### src/pkg/pmc_pkg.sv
// Purpose: Shared constants and state encodings for the power sequencer
// Assumes: 10 MHz clock, comparator and command inputs synchronous to it
// Notes:   Times kept in their own unit, cycle counts derived here
package pmc_pkg;

  localparam int unsigned CLK_PERIOD_NS = 100;
  // Regulator settling before the processor reset is released
  localparam int unsigned SETTLE_NS     = 1000000;
  localparam int unsigned SETTLE_CYCLES = (SETTLE_NS + CLK_PERIOD_NS - 1) / CLK_PERIOD_NS;

  // Constant-current target for the slim polymer pack
  localparam int unsigned CC_TARGET_W   = 9;
  localparam logic [CC_TARGET_W-1:0] CC_CURRENT_MA = 9'h12c;

  // Gray codes along off, check, wait-for-hold, held
  typedef enum logic [2:0] {
    PWR_OFF   = 3'h0,
    PWR_CHECK = 3'h1,
    PWR_WAIT  = 3'h3,
    PWR_HELD  = 3'h2,
    PWR_FAIL  = 3'h6
  } pmc_pwr_state_t;

  typedef enum logic [1:0] {
    CHG_IDLE    = 2'h0,
    CHG_TRICKLE = 2'h1,
    CHG_CC      = 2'h3,
    CHG_CV      = 2'h2
  } pmc_chg_state_t;

endpackage

### src/rtl/pmc_settle_timer.sv
// Purpose: Counts regulator settling time while the regulators are on
// Assumes: run stays high for the whole settling interval
// Notes:   done_q stays high until run drops
module pmc_settle_timer #(
  parameter int unsigned CYCLES = pmc_pkg::SETTLE_CYCLES
) (
  input  wire logic clk,
  input  wire logic rst,
  input  wire logic run,
  output logic      done_q
);

  localparam int unsigned W = $clog2(CYCLES + 1);

  typedef struct packed {
    logic [W-1:0] cnt;
    logic         done;
  } pmc_tmr_t;

  pmc_tmr_t t_q;
  pmc_tmr_t t_d;

  always_comb begin
    t_d = t_q;
    if (!run) begin
      t_d.cnt  = '0;
      t_d.done = 1'b0;
    end else if (t_q.cnt == W'(CYCLES)) begin
      t_d.done = 1'b1;
    end else begin
      t_d.cnt = t_q.cnt + W'(1);
    end
  end

  always_ff @(posedge clk) begin
    if (rst) begin
      t_q <= '0;
    end else begin
      t_q <= t_d;
    end
  end

  assign done_q = t_q.done;

endmodule

### src/rtl/pmc_power_sequencer.sv
// Purpose: Power on/off sequencing and charge phase control
// Assumes: Battery, charger and fault comparators arrive as synchronous levels
// Notes:   Hold and shutdown arrive as one-cycle pulses from the serial decoder
// Functional notes
// - Key press: check battery, enable regulators
// - Regulators stay on after release once held
// - Connector start runs same check and power-up
// - Charger arrival powers up above 3.3V
// - Low battery charger start: trickle, then power
// - Alarm rise starts same check and power-up
// - Shutdown command switches regulators off
// - Charger arrival starts charge control, checks battery
// - Low battery: built-in trickle current only
// - In-limit battery: drive external pass transistor
// - Constant current first, then constant voltage
// - Current below threshold in CV: report full
// - Over-voltage/current cut pass; over-voltage powers down
// - Battery out of limits: reset low, regulators off
// - Reset held low until regulators settle
module pmc_power_sequencer #(
  parameter int unsigned SETTLE_CYCLES = pmc_pkg::SETTLE_CYCLES
) (
  input  wire logic                           clk,
  input  wire logic                           rst,
  input  wire logic                           key_power_on_input_n,
  input  wire logic                           connector_power_on_input_n,
  input  wire logic                           alarm_power_on_input,
  input  wire logic                           battery_in_limits,
  input  wire logic                           charger_present,
  input  wire logic                           battery_cv_reached,
  input  wire logic                           charge_current_low,
  input  wire logic                           over_voltage,
  input  wire logic                           over_current,
  input  wire logic                           hold_cmd,
  input  wire logic                           shutdown_cmd,
  output logic                                regulators_en,
  output logic                                serial_if_en,
  output logic                                power_fail_reset_n,
  output logic                                charge_drive_output,
  output logic                                trickle_en,
  output logic                                charge_cv_mode,
  output logic                                charge_full,
  output logic [pmc_pkg::CC_TARGET_W-1:0]     charge_current_target,
  output pmc_pkg::pmc_pwr_state_t             pwr_state
);

  typedef struct packed {
    pmc_pkg::pmc_pwr_state_t          pwr;
    pmc_pkg::pmc_chg_state_t          chg;
    logic                             start_prev;
    logic                             reg_en;
    logic                             rst_n;
    logic                             pass_en;
    logic                             trickle;
    logic                             full;
    logic                             fault;
    logic                             cv_mode;
    logic [pmc_pkg::CC_TARGET_W-1:0]  target;
  } pmc_state_t;

  localparam pmc_state_t S_RST = '{pwr: pmc_pkg::PWR_OFF, chg: pmc_pkg::CHG_IDLE, default: '0};

  pmc_state_t s_q;
  pmc_state_t s_d;
  logic       settled;
  logic       start_any;
  logic       start_rise;
  logic       ov_stop;
  logic       chg_fault;

  pmc_settle_timer #(
    .CYCLES (SETTLE_CYCLES)
  ) u_settle (
    .clk    (clk),
    .rst    (rst),
    .run    (s_q.reg_en),
    .done_q (settled)
  );

  // Connector input is already gated by service mode outside the chip
  assign start_any  = !key_power_on_input_n || !connector_power_on_input_n ||
                      alarm_power_on_input || charger_present;
  // Edge start: a key still held after shutdown does not restart
  assign start_rise = start_any && !s_q.start_prev;
  assign ov_stop    = charger_present && over_voltage;
  assign chg_fault  = charger_present && (s_q.fault || over_voltage || over_current);

  always_comb begin
    s_d = s_q;
    s_d.start_prev = start_any;

    unique case (s_q.pwr)
      pmc_pkg::PWR_OFF: begin
        if (start_rise && !ov_stop) begin
          s_d.pwr = pmc_pkg::PWR_CHECK;
        end
      end
      pmc_pkg::PWR_CHECK: begin
        if (ov_stop) begin
          s_d.pwr = pmc_pkg::PWR_OFF;
        end else if (battery_in_limits) begin
          s_d.pwr = pmc_pkg::PWR_WAIT;
        end else if (!charger_present) begin
          s_d.pwr = pmc_pkg::PWR_OFF;
        end
        // Low battery with charger: wait here while trickling
      end
      pmc_pkg::PWR_WAIT: begin
        if (ov_stop) begin
          s_d.pwr = pmc_pkg::PWR_OFF;
        end else if (!battery_in_limits) begin
          s_d.pwr = pmc_pkg::PWR_FAIL;
        end else if (shutdown_cmd) begin
          s_d.pwr = pmc_pkg::PWR_OFF;
        end else if (hold_cmd) begin
          s_d.pwr = pmc_pkg::PWR_HELD;
        end else if (!start_any) begin
          s_d.pwr = pmc_pkg::PWR_OFF;
        end
      end
      pmc_pkg::PWR_HELD: begin
        if (ov_stop) begin
          s_d.pwr = pmc_pkg::PWR_OFF;
        end else if (!battery_in_limits) begin
          s_d.pwr = pmc_pkg::PWR_FAIL;
        end else if (shutdown_cmd) begin
          s_d.pwr = pmc_pkg::PWR_OFF;
        end
      end
      pmc_pkg::PWR_FAIL: begin
        // One cycle with reset low before the regulators drop
        s_d.pwr = pmc_pkg::PWR_OFF;
      end
      default: begin
        s_d.pwr = pmc_pkg::PWR_OFF;
      end
    endcase

    s_d.reg_en = (s_d.pwr == pmc_pkg::PWR_WAIT) || (s_d.pwr == pmc_pkg::PWR_HELD) ||
                 (s_d.pwr == pmc_pkg::PWR_FAIL);
    s_d.rst_n  = settled && ((s_d.pwr == pmc_pkg::PWR_WAIT) || (s_d.pwr == pmc_pkg::PWR_HELD));

    // Fault latches until the charger is removed, so a flapping limit cannot pulse the pass device
    s_d.fault = chg_fault;
    if (!charger_present) begin
      s_d.chg  = pmc_pkg::CHG_IDLE;
      s_d.full = 1'b0;
    end else begin
      unique case (s_q.chg)
        pmc_pkg::CHG_IDLE: begin
          s_d.chg = battery_in_limits ? pmc_pkg::CHG_CC : pmc_pkg::CHG_TRICKLE;
        end
        pmc_pkg::CHG_TRICKLE: begin
          if (battery_in_limits) begin
            s_d.chg = pmc_pkg::CHG_CC;
          end
        end
        pmc_pkg::CHG_CC: begin
          if (battery_cv_reached) begin
            s_d.chg = pmc_pkg::CHG_CV;
          end
        end
        pmc_pkg::CHG_CV: begin
          if (charge_current_low) begin
            s_d.full = 1'b1;
          end
        end
      endcase
    end
    s_d.trickle = charger_present && !s_d.fault && (s_d.chg == pmc_pkg::CHG_TRICKLE);
    s_d.pass_en = charger_present && !s_d.fault &&
                  ((s_d.chg == pmc_pkg::CHG_CC) || (s_d.chg == pmc_pkg::CHG_CV));
    s_d.target  = (s_d.pass_en && (s_d.chg == pmc_pkg::CHG_CC)) ? pmc_pkg::CC_CURRENT_MA : '0;
    // Registered so the phase output comes straight from a flop
    s_d.cv_mode = s_d.pass_en && (s_d.chg == pmc_pkg::CHG_CV);
  end

  always_ff @(posedge clk) begin
    if (rst) begin
      s_q <= S_RST;
    end else begin
      s_q <= s_d;
    end
  end

  assign regulators_en         = s_q.reg_en;
  assign serial_if_en          = s_q.reg_en;
  assign power_fail_reset_n    = s_q.rst_n;
  assign charge_drive_output   = s_q.pass_en;
  assign trickle_en            = s_q.trickle;
  assign charge_cv_mode        = s_q.cv_mode;
  assign charge_full           = s_q.full;
  assign charge_current_target = s_q.target;
  assign pwr_state             = s_q.pwr;
endmodule

### config.mk
export PLATFORM = sky130hd
export DESIGN_NAME = pmc_power_sequencer
export DESIGN_NICKNAME = d
export VERILOG_FILES = /design/src/pkg/pmc_pkg.sv /design/src/rtl/pmc_settle_timer.sv /design/src/rtl/pmc_power_sequencer.sv
export SDC_FILE = /design/constraint.sdc
export NUM_CORES = 1
export LEC_CHECK = 0
export BUFFER_PORTS_ARGS = -buffer_cell sky130_fd_sc_hd__buf_2
export CORE_ASPECT_RATIO = 2
export CORE_MARGIN = 2
export CORE_UTILIZATION = 45
export CTS_CLUSTER_SIZE = 40
export DETAILED_ROUTE_END_ITERATION = 12
export GPL_TIMING_DRIVEN = 0
export PLACE_DENSITY = 0.69
export SYNTH_ARGS = -nofsm -noshare
export SYNTH_HDL_FRONTEND = slang
export SYNTH_HIERARCHICAL = 1
export SYNTH_SLANG_ARGS = --single-unit
export TNS_END_PERCENT = 50
### constraint.sdc
create_clock -name clk -period 3.6 [get_ports clk]
set_clock_uncertainty 0.2 [all_clocks]
set_input_delay 0.54 -clock clk [delete_from_list [all_inputs] [get_ports clk]]
set_output_delay 0.54 -clock clk [all_outputs]
set_load 0.005 [all_outputs]
## Word level (Yosys, flattened, before mapping)

Cells that the tools add are included.

| cells by class | value |
|---|---|
| add/subtract/negate cells | 1 |
| eq/ne operators | 13 |
| mux-type cells | 19 |
| bitwise operators | 2 |
| reductions and logical operators | 28 |

Operator list:

| kind | number |
|---|---|
| 3-bit 2-to-1 mux | 12 |
| 14-bit by 1-bit adder with 14-bit output (second input constant) | 1 |
| 14-bit equality test (second input constant) | 1 |
| 3-bit by 2-bit equality test with 1-bit output (second input constant) | 4 |
| 3-bit one-hot mux with 4 select lines | 1 |
| 1-bit logical AND | 10 |
| 9-bit 2-to-1 mux | 1 |
| 2-bit equality test (second input constant) | 4 |
| 1-bit logical OR | 8 |
| 2-bit 2-to-1 mux | 4 |
| 2-bit one-hot mux with 3 select lines | 1 |
| 1-bit zero test | 5 |
| 2-bit by 1-bit equality test with 1-bit output (second input constant) | 2 |
| 2-bit OR reduction | 2 |
| 3-bit by 1-bit equality test with 1-bit output (second input constant) | 1 |
| 3-bit equality test (second input constant) | 1 |
| 3-bit zero test | 1 |
| 2-bit zero test | 1 |
| 1-bit inverter | 2 |
| 2-bit AND reduction | 1 |

| word-level totals | value |
|---|---|
| register bits after elaboration | 37 |
| input bits | 13 |
| output and inout port bits | 19 |

## Logic depth before layout (Yosys ltp)

Gate-level depths: netlist of run 1.

| logic depth | value |
|---|---|
| depth after elaboration | 13 |
| gate-level depth with buffers | 5 |
| depth with buffers taken out | 5 |

## By module

The synthesis of run 1 kept the hierarchy.

Modules (own cells, without submodules):

| module | instances | cells each | area an instance (sq um) | sequential area each (sq um) |
|---|---|---|---|---|
| pmc_settle_timer | 1 | 83 | 740.7 | 300.3 |
| pmc_power_sequencer | 1 | 67 | 614.3 | 280.3 |

## Worst setup path after synthesis of run 1

No wires, ideal clock.

| timing | value |
|---|---|
| kind | register to register |
| start point | register u_settle/t_q[4] in the netlist's numbering |
| end point | register u_settle/t_q[1] in the netlist's numbering |
| arrival time | 1.419 ns |
| required time | 3.328 ns |
| path slack | 1.910 ns |
| stages on the path, launching flop included | 4 |
| buffers on the path | 0 |
| cells stage by stage | dfxtp_1 or4_4 nor4_4 mux2i_1 |

| between the ends | value |
|---|---|
| longest elaborated chain between the ends | 1 |

RTL lines:

| what | line | RTL |
|---|---|---|
| start, declared | pmc_settle_timer.sv:20 | `pmc_tmr_t t_q;` |
| start signal, assigned | pmc_settle_timer.sv:39 | `t_q <= t_d;` |
| 14-bit equality test | pmc_settle_timer.sv:28 | `end else if (t_q.cnt == W'(CYCLES)) begin` |

Every way passes these cells.
A chain may end at the register's enable or synchronous reset.

## Worst setup path after layout of run 1

| timing | value |
|---|---|
| start point | register u_settle/t_q[1] in the netlist's numbering |
| end point | register u_settle/t_q[13] in the netlist's numbering |

| between the ends | value |
|---|---|
| longest elaborated chain between the ends | 1 |
| elaborated cells between the ends (all ways) | 2 |
| classes of those cells | 1 x add/sub; 1 x eq/ne |

RTL lines:

| what | line |
|---|---|
| 14-bit by 1-bit adder with 14-bit output or 14-bit equality test (tied branches) | pmc_settle_timer.sv:31, pmc_settle_timer.sv:28 |

Several ways; a longest one is shown, not always the timed one.

==> results of run 1 <==
==> tightest hold or removal path, stage by stage, from the launching register on <==
cell	delay (ns)
dfxtp_1	0.31
nor3_1	0.05
nor2_1	0.07
==> cells in the final DEF, fill, tap and decap left out, types with 2 or more instances in the layout <==
master | netlist | final
inv_1 | 8 | 8
conb_1 | 1 | 5
mux2i_1 | 3 | 3
nand2b_1 | 10 | 10
or4_1 | 4 | 4
nand2_1 | 9 | 9
clkbuf_1 | 2 | 2
dfxtp_1 | 29 | 29
nor3_1 | 4 | 4
nand4_1 | 4 | 4
o21ai_0 | 5 | 5
buf_2 | 0 | 26
ha_1 | 2 | 2
nand3b_1 | 2 | 2
a31oi_1 | 3 | 3
clkbuf_8 | 0 | 7
nand3_1 | 6 | 6
nor2_1 | 10 | 10
o31ai_1 | 4 | 4
a21oi_1 | 9 | 9
buf_4 | 13 | 13
or3_1 | 2 | 2
o21a_1 | 3 | 3
a21o_1 | 2 | 2
==> synthesized netlist by cell type (4+ instances only) <==
| cell type | count | share of area (%) |
|---|---|---|
| nand3_1 | 6 | 2.2 |
| inv_1 | 8 | 2.2 |
| nand2b_1 | 10 | 4.6 |
| dfxtp_1 | 29 | 43 |
| nor3_1 | 4 | 1.5 |
| nor2_1 | 10 | 2.8 |
| nand2_1 | 9 | 2.5 |
| o31ai_1 | 4 | 2.2 |
| or4_1 | 4 | 2.2 |
| nand4_1 | 4 | 1.8 |
| o21ai_0 | 5 | 1.8 |
| buf_4 | 13 | 7.2 |
| a21oi_1 | 9 | 3.3 |
==> worst paths after layout <==
| check | start | end | slack, ns |
|---|---|---|---|
| setup / recovery | u_settle/t_q[1] | u_settle/t_q[13] | 1.66 |
| hold / removal | s_q[10] | s_q[10] | 0.26 |
| setup reg to reg | u_settle/t_q[1] | u_settle/t_q[13] | 1.66 |
| hold reg to reg | s_q[10] | s_q[10] | 0.26 |
==> per-stage QoR <==
step / setup WS [ns] / hold slack (ns) / total power, mW / util [%] / instances
floorplan: 1.91 / 0.230 / 0.362 / - / 154
global placement: 1.79 / 0.247 / 0.378 / 52.9 / 210
detailed placement: 1.69 / 0.248 / 0.380 / 52.9 / 210
CTS: 1.67 / 0.269 / 0.674 / 56.4 / 218
global route: 1.51 / 0.303 / 0.691 / 56.4 / 218
finish: 1.66 / 0.263 / 0.668 / 56.4 / 218
==> state kept, by name, summed over array words and instances (netlist names) <==
name                   flops
charge_current_target      1
charge_cv_mode             1
charge_drive_output        1
charge_full                1
power_fail_reset_n         1
pwr_state                  3
regulators_en              1
s_q                        4
trickle_en                 1
u_settle/done_q            1
u_settle/t_q              14
==> final cells by class <==
type | count | area [um2]
Fill cell | 272 | 1270
Multi-Input combinational cell | 102 | 654
Sequential cell | 29 | 581
Timing Repair Buffer | 26 | 130
Buffer | 15 | 105
Clock buffer | 7 | 96.3
Tap cell | 30 | 37.5
Inverter | 8 | 30.0
Clock inverter | 1 | 5.00
==> cells by family after synthesis <==
| kind of cell | Yosys count |
|---|---|
| AO/OA/AOI/OAI | 32 |
| XOR/XNOR | 2 |
| adder cells (fa/ha/maj) | 2 |
| buffers and inverters | 23 |
| flip-flops | 29 |
| multiplexers | 3 |
| other | 1 |
| AND/OR/NAND/NOR | 58 |
==> power breakdown <==
| group | leakage [nW] | switching [mW] | internal (mW) | total [mW] |
|---|---|---|---|---|
| sequential | 0.235 | 0.00522 | 0.327 | 0.332 |
| clock | 0.0542 | 0.123 | 0.172 | 0.295 |
| combinational | 0.368 | 0.0192 | 0.0219 | 0.0410 |
| total | 0.657 | 0.147 | 0.521 | 0.668 |
==> metal layers <==
| layer | vias up | part of all wire [%] | GRT usage, % |
|---|---|---|---|
| met2 | 26 | 58 | 34.8 |
| met3 | 9 | 3.7 | 4.84 |
| met1 | 557 | 35 | 15.8 |
| met5 | - | 0 | 0 |
| met4 | 0 | 2.9 | 12.2 |
| li1 | 593 | - | - |
==> flow_summary_export.csv, run 1 <==
group,metric,value,unit
status,status,"finished clean",
final_layout,layout-drive-gt1-share,27.7,%
sta,hold_violations,0,
floorplan,die_h,81.6,um
synth,synth_seq_cells,29,
synth,synth_cell_type_count,37,
sta,slew_viol_final,0,
worst_setup_path,worst_setup_path_start_kind,"flip-flop",
cts,cts_root_buf,"clkbuf_8",
cts,cts.sinks,29,
cts,cts_made_buffers,5,
worst_setup_path,cpPeakStageDelay,0.56,ns
cts,cts_setup_buffers,0,
synth,yosys.area_share.adder,1.85,%
worst_setup_path,path_buf_inv,0,
placement,place_area,0.00154,mm2
synth,synth-xor-area-share,1.29,%
drt,route.detailed.drc,0,
sta,fmax,0.515,GHz
placement,portBuffers,26,
cts,post_cts_resized,0,
final_layout,syn_to_final_growth,21.0,%
sta,finalSetupViolations,0,
synth,synth_edf_count,0,
floorplan,pin_count,32,
floorplan,dieArea,0.00349,mm2
cts,cts_tree,"done",
power_and_ir_drop,power_density,407,mW/mm2
grt,first_global_vias,1239,
worst_setup_path,r2r_cells,4,
worst_setup_path,cp_top_family,"simple AND/OR/NAND/NOR gates",
floorplan,start_util,46.6,%
worst_setup_path,path_class,"reg -> reg",
synth,yosys.area_share.simple,25.9,%
synth,syn_avg_cell_area,9.03,um2
drt,drt_iter0_markers,38,
synth,synth_ff_type,"dfxtp_1",
drt,wl_per_cell,12.7,um
worst_setup_path,path_depth,4,
grt,grt_usage,18.3,%
synth,synth-seq-area-share,42.8,%
worst_setup_path,worstPathArrival,1.95,ns
grt,overflow,0,
final_layout,num_antenna_cells,0,
worst_setup_path,cpMaxStageDelayCell,"or4_1",
floorplan,fp-row-count,28,
min_path,min_path_type,"reg -> reg",
final_layout,nNetsFinal,202,
synth,muxShareOfSynthArea,2.22,%
drt,wl,2.76,mm
sta,rsz0062_at_grt,"false",
worst_setup_path,path_max_fanout,8,
final_layout,fin_area,0.00164,mm2
cts,path_clk_slew,0.06,ns
drt,first_pass_iters,4,
cts,clockBufferDepth,2,
synth,synth_top_family_by_area,"simple AND/OR/NAND/NOR gates",
power_and_ir_drop,p_leak,0.657,nW
synth,ys_warn_count,6,
placement,hpwl,2.15,mm
synth,netlist_area,0.00136,mm2
synth,synth_cells,150,
power_and_ir_drop,irDropWorstVdd,0.282,mV
sta,post-route-period-util,53.9,%
grt,grt_max_degree,11,
worst_setup_path,required,3.61,ns
sta,min_period,1.94,ns
grt,antenna_found_initial,0,
floorplan,die_x,42.8,um
drt,dr_total_vias,1185,
flow_run,cap_violations,0,
synth,ys_async_sr_fraction,0,%
worst_setup_path,cp_cell_sequence,"ha_1 -> nand4_1 -> or4_1 -> a21oi_1",
cts,cts_max_level,2,
placement,gp_congestion,0.889,
grt,grt_pass1_wl,4.87,mm
sta,finalSetupTns,0,ns
drt,ant_nets,0,
cts,clk-insertion-delay-late,0.28,ns
floorplan,core-area,0.00291,mm2
cts,holdBufCountCts,0,
drt,viasPerCell,5.44,
synth,synth_compound_area_share,15.6,%
worst_setup_path,crit_path_end_kind,"flip-flop",
min_path,holdPathStages,2,
Note: power is estimated with default switching activity, not from simulation.
==> inputs of run 2 (changes only) <==
==> constraint.sdc (replaced) <==
create_clock -name clk -period 1.9 [get_ports clk]
set_clock_uncertainty 0.2 [all_clocks]
set_input_delay 0.285 -clock clk [delete_from_list [all_inputs] [get_ports clk]]
set_output_delay 0.285 -clock clk [all_outputs]
set_load 0.005 [all_outputs]
==> flow_summary_export.csv, run 2 (same netlist as run 1, synthesis figures left out) <==
group,metric,value,unit
status,status,"finished clean",
power_and_ir_drop,internal-power,0.987,mW
floorplan,die_x,42.8,um
drt,route.detailed.drc,0,
sta,hold_violations,0,
worst_setup_path,worst_setup_path_start_kind,"flip-flop",
drt,wl,2.84,mm
drt,wl_per_cell,12.9,um
min_path,holdPathStages,3,
grt,grt_usage,18.3,%
sta,post-route-period-util,95.6,%
drt,drt_iter0_markers,29,
sta,min_period,1.82,ns
power_and_ir_drop,seqPwrFrac,49.7,%
floorplan,pin_count,32,
cts,cts.sinks,29,
final_layout,final_common_cell,"dfxtp_1",
min_path,min_path_type,"in -> reg",
grt,antenna_found_initial,0,
final_layout,largest_reg_flops,14,
grt,first_global_vias,1237,
final_layout,seqCellArea,583,um2
power_and_ir_drop,p_leak,0.663,nW
placement,gp_congestion,0.889,
power_and_ir_drop,power.switching,0.279,mW
worst_setup_path,cpPeakStageDelay,0.56,ns
final_layout,multi_input_area,657,um2
final_layout,syn_to_final_growth,22.4,%
power_and_ir_drop,irDropWorstVdd,0.535,mV
sta,fmax,0.551,GHz
worst_setup_path,path_class,"reg -> reg",
worst_setup_path,r2r_cells,3,
placement,hpwl,2.15,mm
final_layout,num_antenna_cells,0,
worst_setup_path,cp_cell_sequence,"or4_4 -> nor4_4 -> mux2i_1",
worst_setup_path,path_max_fanout,5,
floorplan,dieArea,0.00349,mm2
cts,cts_max_level,2,
worst_setup_path,path_buf_inv,0,
placement,portBuffers,26,
power_and_ir_drop,finalPower,1.27,mW
worst_setup_path,cpMaxStageDelayCell,"or4_4",
final_layout,final_cell_mix,"27 x dfxtp_1, 26 x buf_2, 15 x buf_4, 10 x nor2_1, 10 x nand2b_1",
cts,cts_tree,"done",
worst_setup_path,required,1.91,ns
grt,grt_max_degree,11,
final_layout,nNetsFinal,204,
grt,overflow,0,
final_layout,largest_register,"u_settle/t_q",
worst_setup_path,crit_path_end_kind,"flip-flop",
floorplan,core-area,0.00291,mm2
sta,slew_viol_final,0,
placement,dp_slack,-0.0131,ns
final_layout,layout-drive-gt1-share,30.0,%
drt,dr_total_vias,1205,
worst_setup_path,cp_top_family,"simple AND/OR/NAND/NOR gates",
worst_setup_path,path_depth,3,
grt,grt_pass1_wl,4.89,mm
drt,ant_nets,0,
cts,clockBufferDepth,2,
floorplan,die_h,81.6,um
worst_setup_path,worstPathArrival,1.83,ns
sta,finalSetupViolations,0,
cts,path_clk_slew,0.06,ns
cts,clk-insertion-delay-late,0.28,ns
sta,rsz0062_at_grt,"true",
cts,cts_root_buf,"clkbuf_8",
power_and_ir_drop,power_density,763,mW/mm2
flow_run,cap_violations,0,
cts,cts_made_buffers,5,
floorplan,fp-row-count,28,
power_and_ir_drop,switching_share,22.0,%
floorplan,start_util,46.6,%
drt,viasPerCell,5.48,
power_and_ir_drop,clkPwrFrac,44.2,%
final_layout,fillers,271,
drt,first_pass_iters,4,
power_and_ir_drop,p_comb_share,6.1,%
sta,layout_setup_ws,0.0842,ns
[run 2: per-stage QoR]
| stage | utilization, % | setup TNS [ns] | cell area [um2] | hold WS [ns] | instances |
|---|---|---|---|---|---|
| final | 57.1 | 0 | 1660 | 0.0220 | 220 |
| after global routing | 57.1 | -0.00206 | 1660 | 0.0575 | 220 |
| after CTS | 56.9 | 0 | 1650 | 0.0221 | 220 |
| after detailed placement | 52.9 | -0.0131 | 1540 | 0.248 | 210 |
| after global placement | 52.9 | 0 | 1540 | 0.247 | 210 |
| after floorplan | - | 0 | 1370 | 0.157 | 154 |
[run 2: final cells by class]
class	count	share of cell area [%]
multi-input combinational	102	39.6
sequential	29	35.1
timing repair buffer	28	8.75
buffer	15	6.33
clock buffer	7	5.81
tap	30	2.26
inverter	8	1.81
clock inverter	1	0.302
[run 2: tightest hold or removal path: cells and delay by family]
family | cells | cell delay, ns
buffers and inverters | 1 | 0.08
AND/OR/NAND/NOR | 2 | 0.11
[run 2: metal layers]
| layer | part of all wire, % | global-route usage (%) | vias up | wire length (um) |
|---|---|---|---|---|
| met2 | 59 | 35.2 | 34 | 1660 |
| met4 | 3.1 | 12.2 | 0 | 87 |
| met5 | 0 | 0 | - | 0 |
| met3 | 3.7 | 4.84 | 10 | 106 |
| li1 | - | - | 597 | - |
| met1 | 35 | 15.8 | 564 | 979 |
[run 2: worst paths after layout]
check,start,slack (ns),to
max,u_settle/t_q[4],0.08,u_settle/t_q[2]
min reg2reg,s_q[10],0.26,s_q[10]
max reg2reg,u_settle/t_q[4],0.08,u_settle/t_q[2]
min,over_current,0.02,s_q[10]
[run 2: what timing repair did]
item / in CTS / in global routing
pin swaps: 1 / 0
hold endpoints to repair: 0 / 0
setup buffers: 2 / 0
hold buffers: 0 / 0
resized for setup: 0 / 3
endpoints found under the setup margin: 1 / 3
[run 2: power by group through the flow]
stage          registers [mW]  clock network (mW)  logic [mW]
2_1_floorplan           0.640                   0      0.0466
3_3_place_gp            0.641                   0      0.0754
3_5_place_dp            0.642                   0      0.0775
4_1_cts                 0.629               0.570      0.0778
5_1_grt                 0.630               0.592      0.0881
6_report                0.629               0.559      0.0778
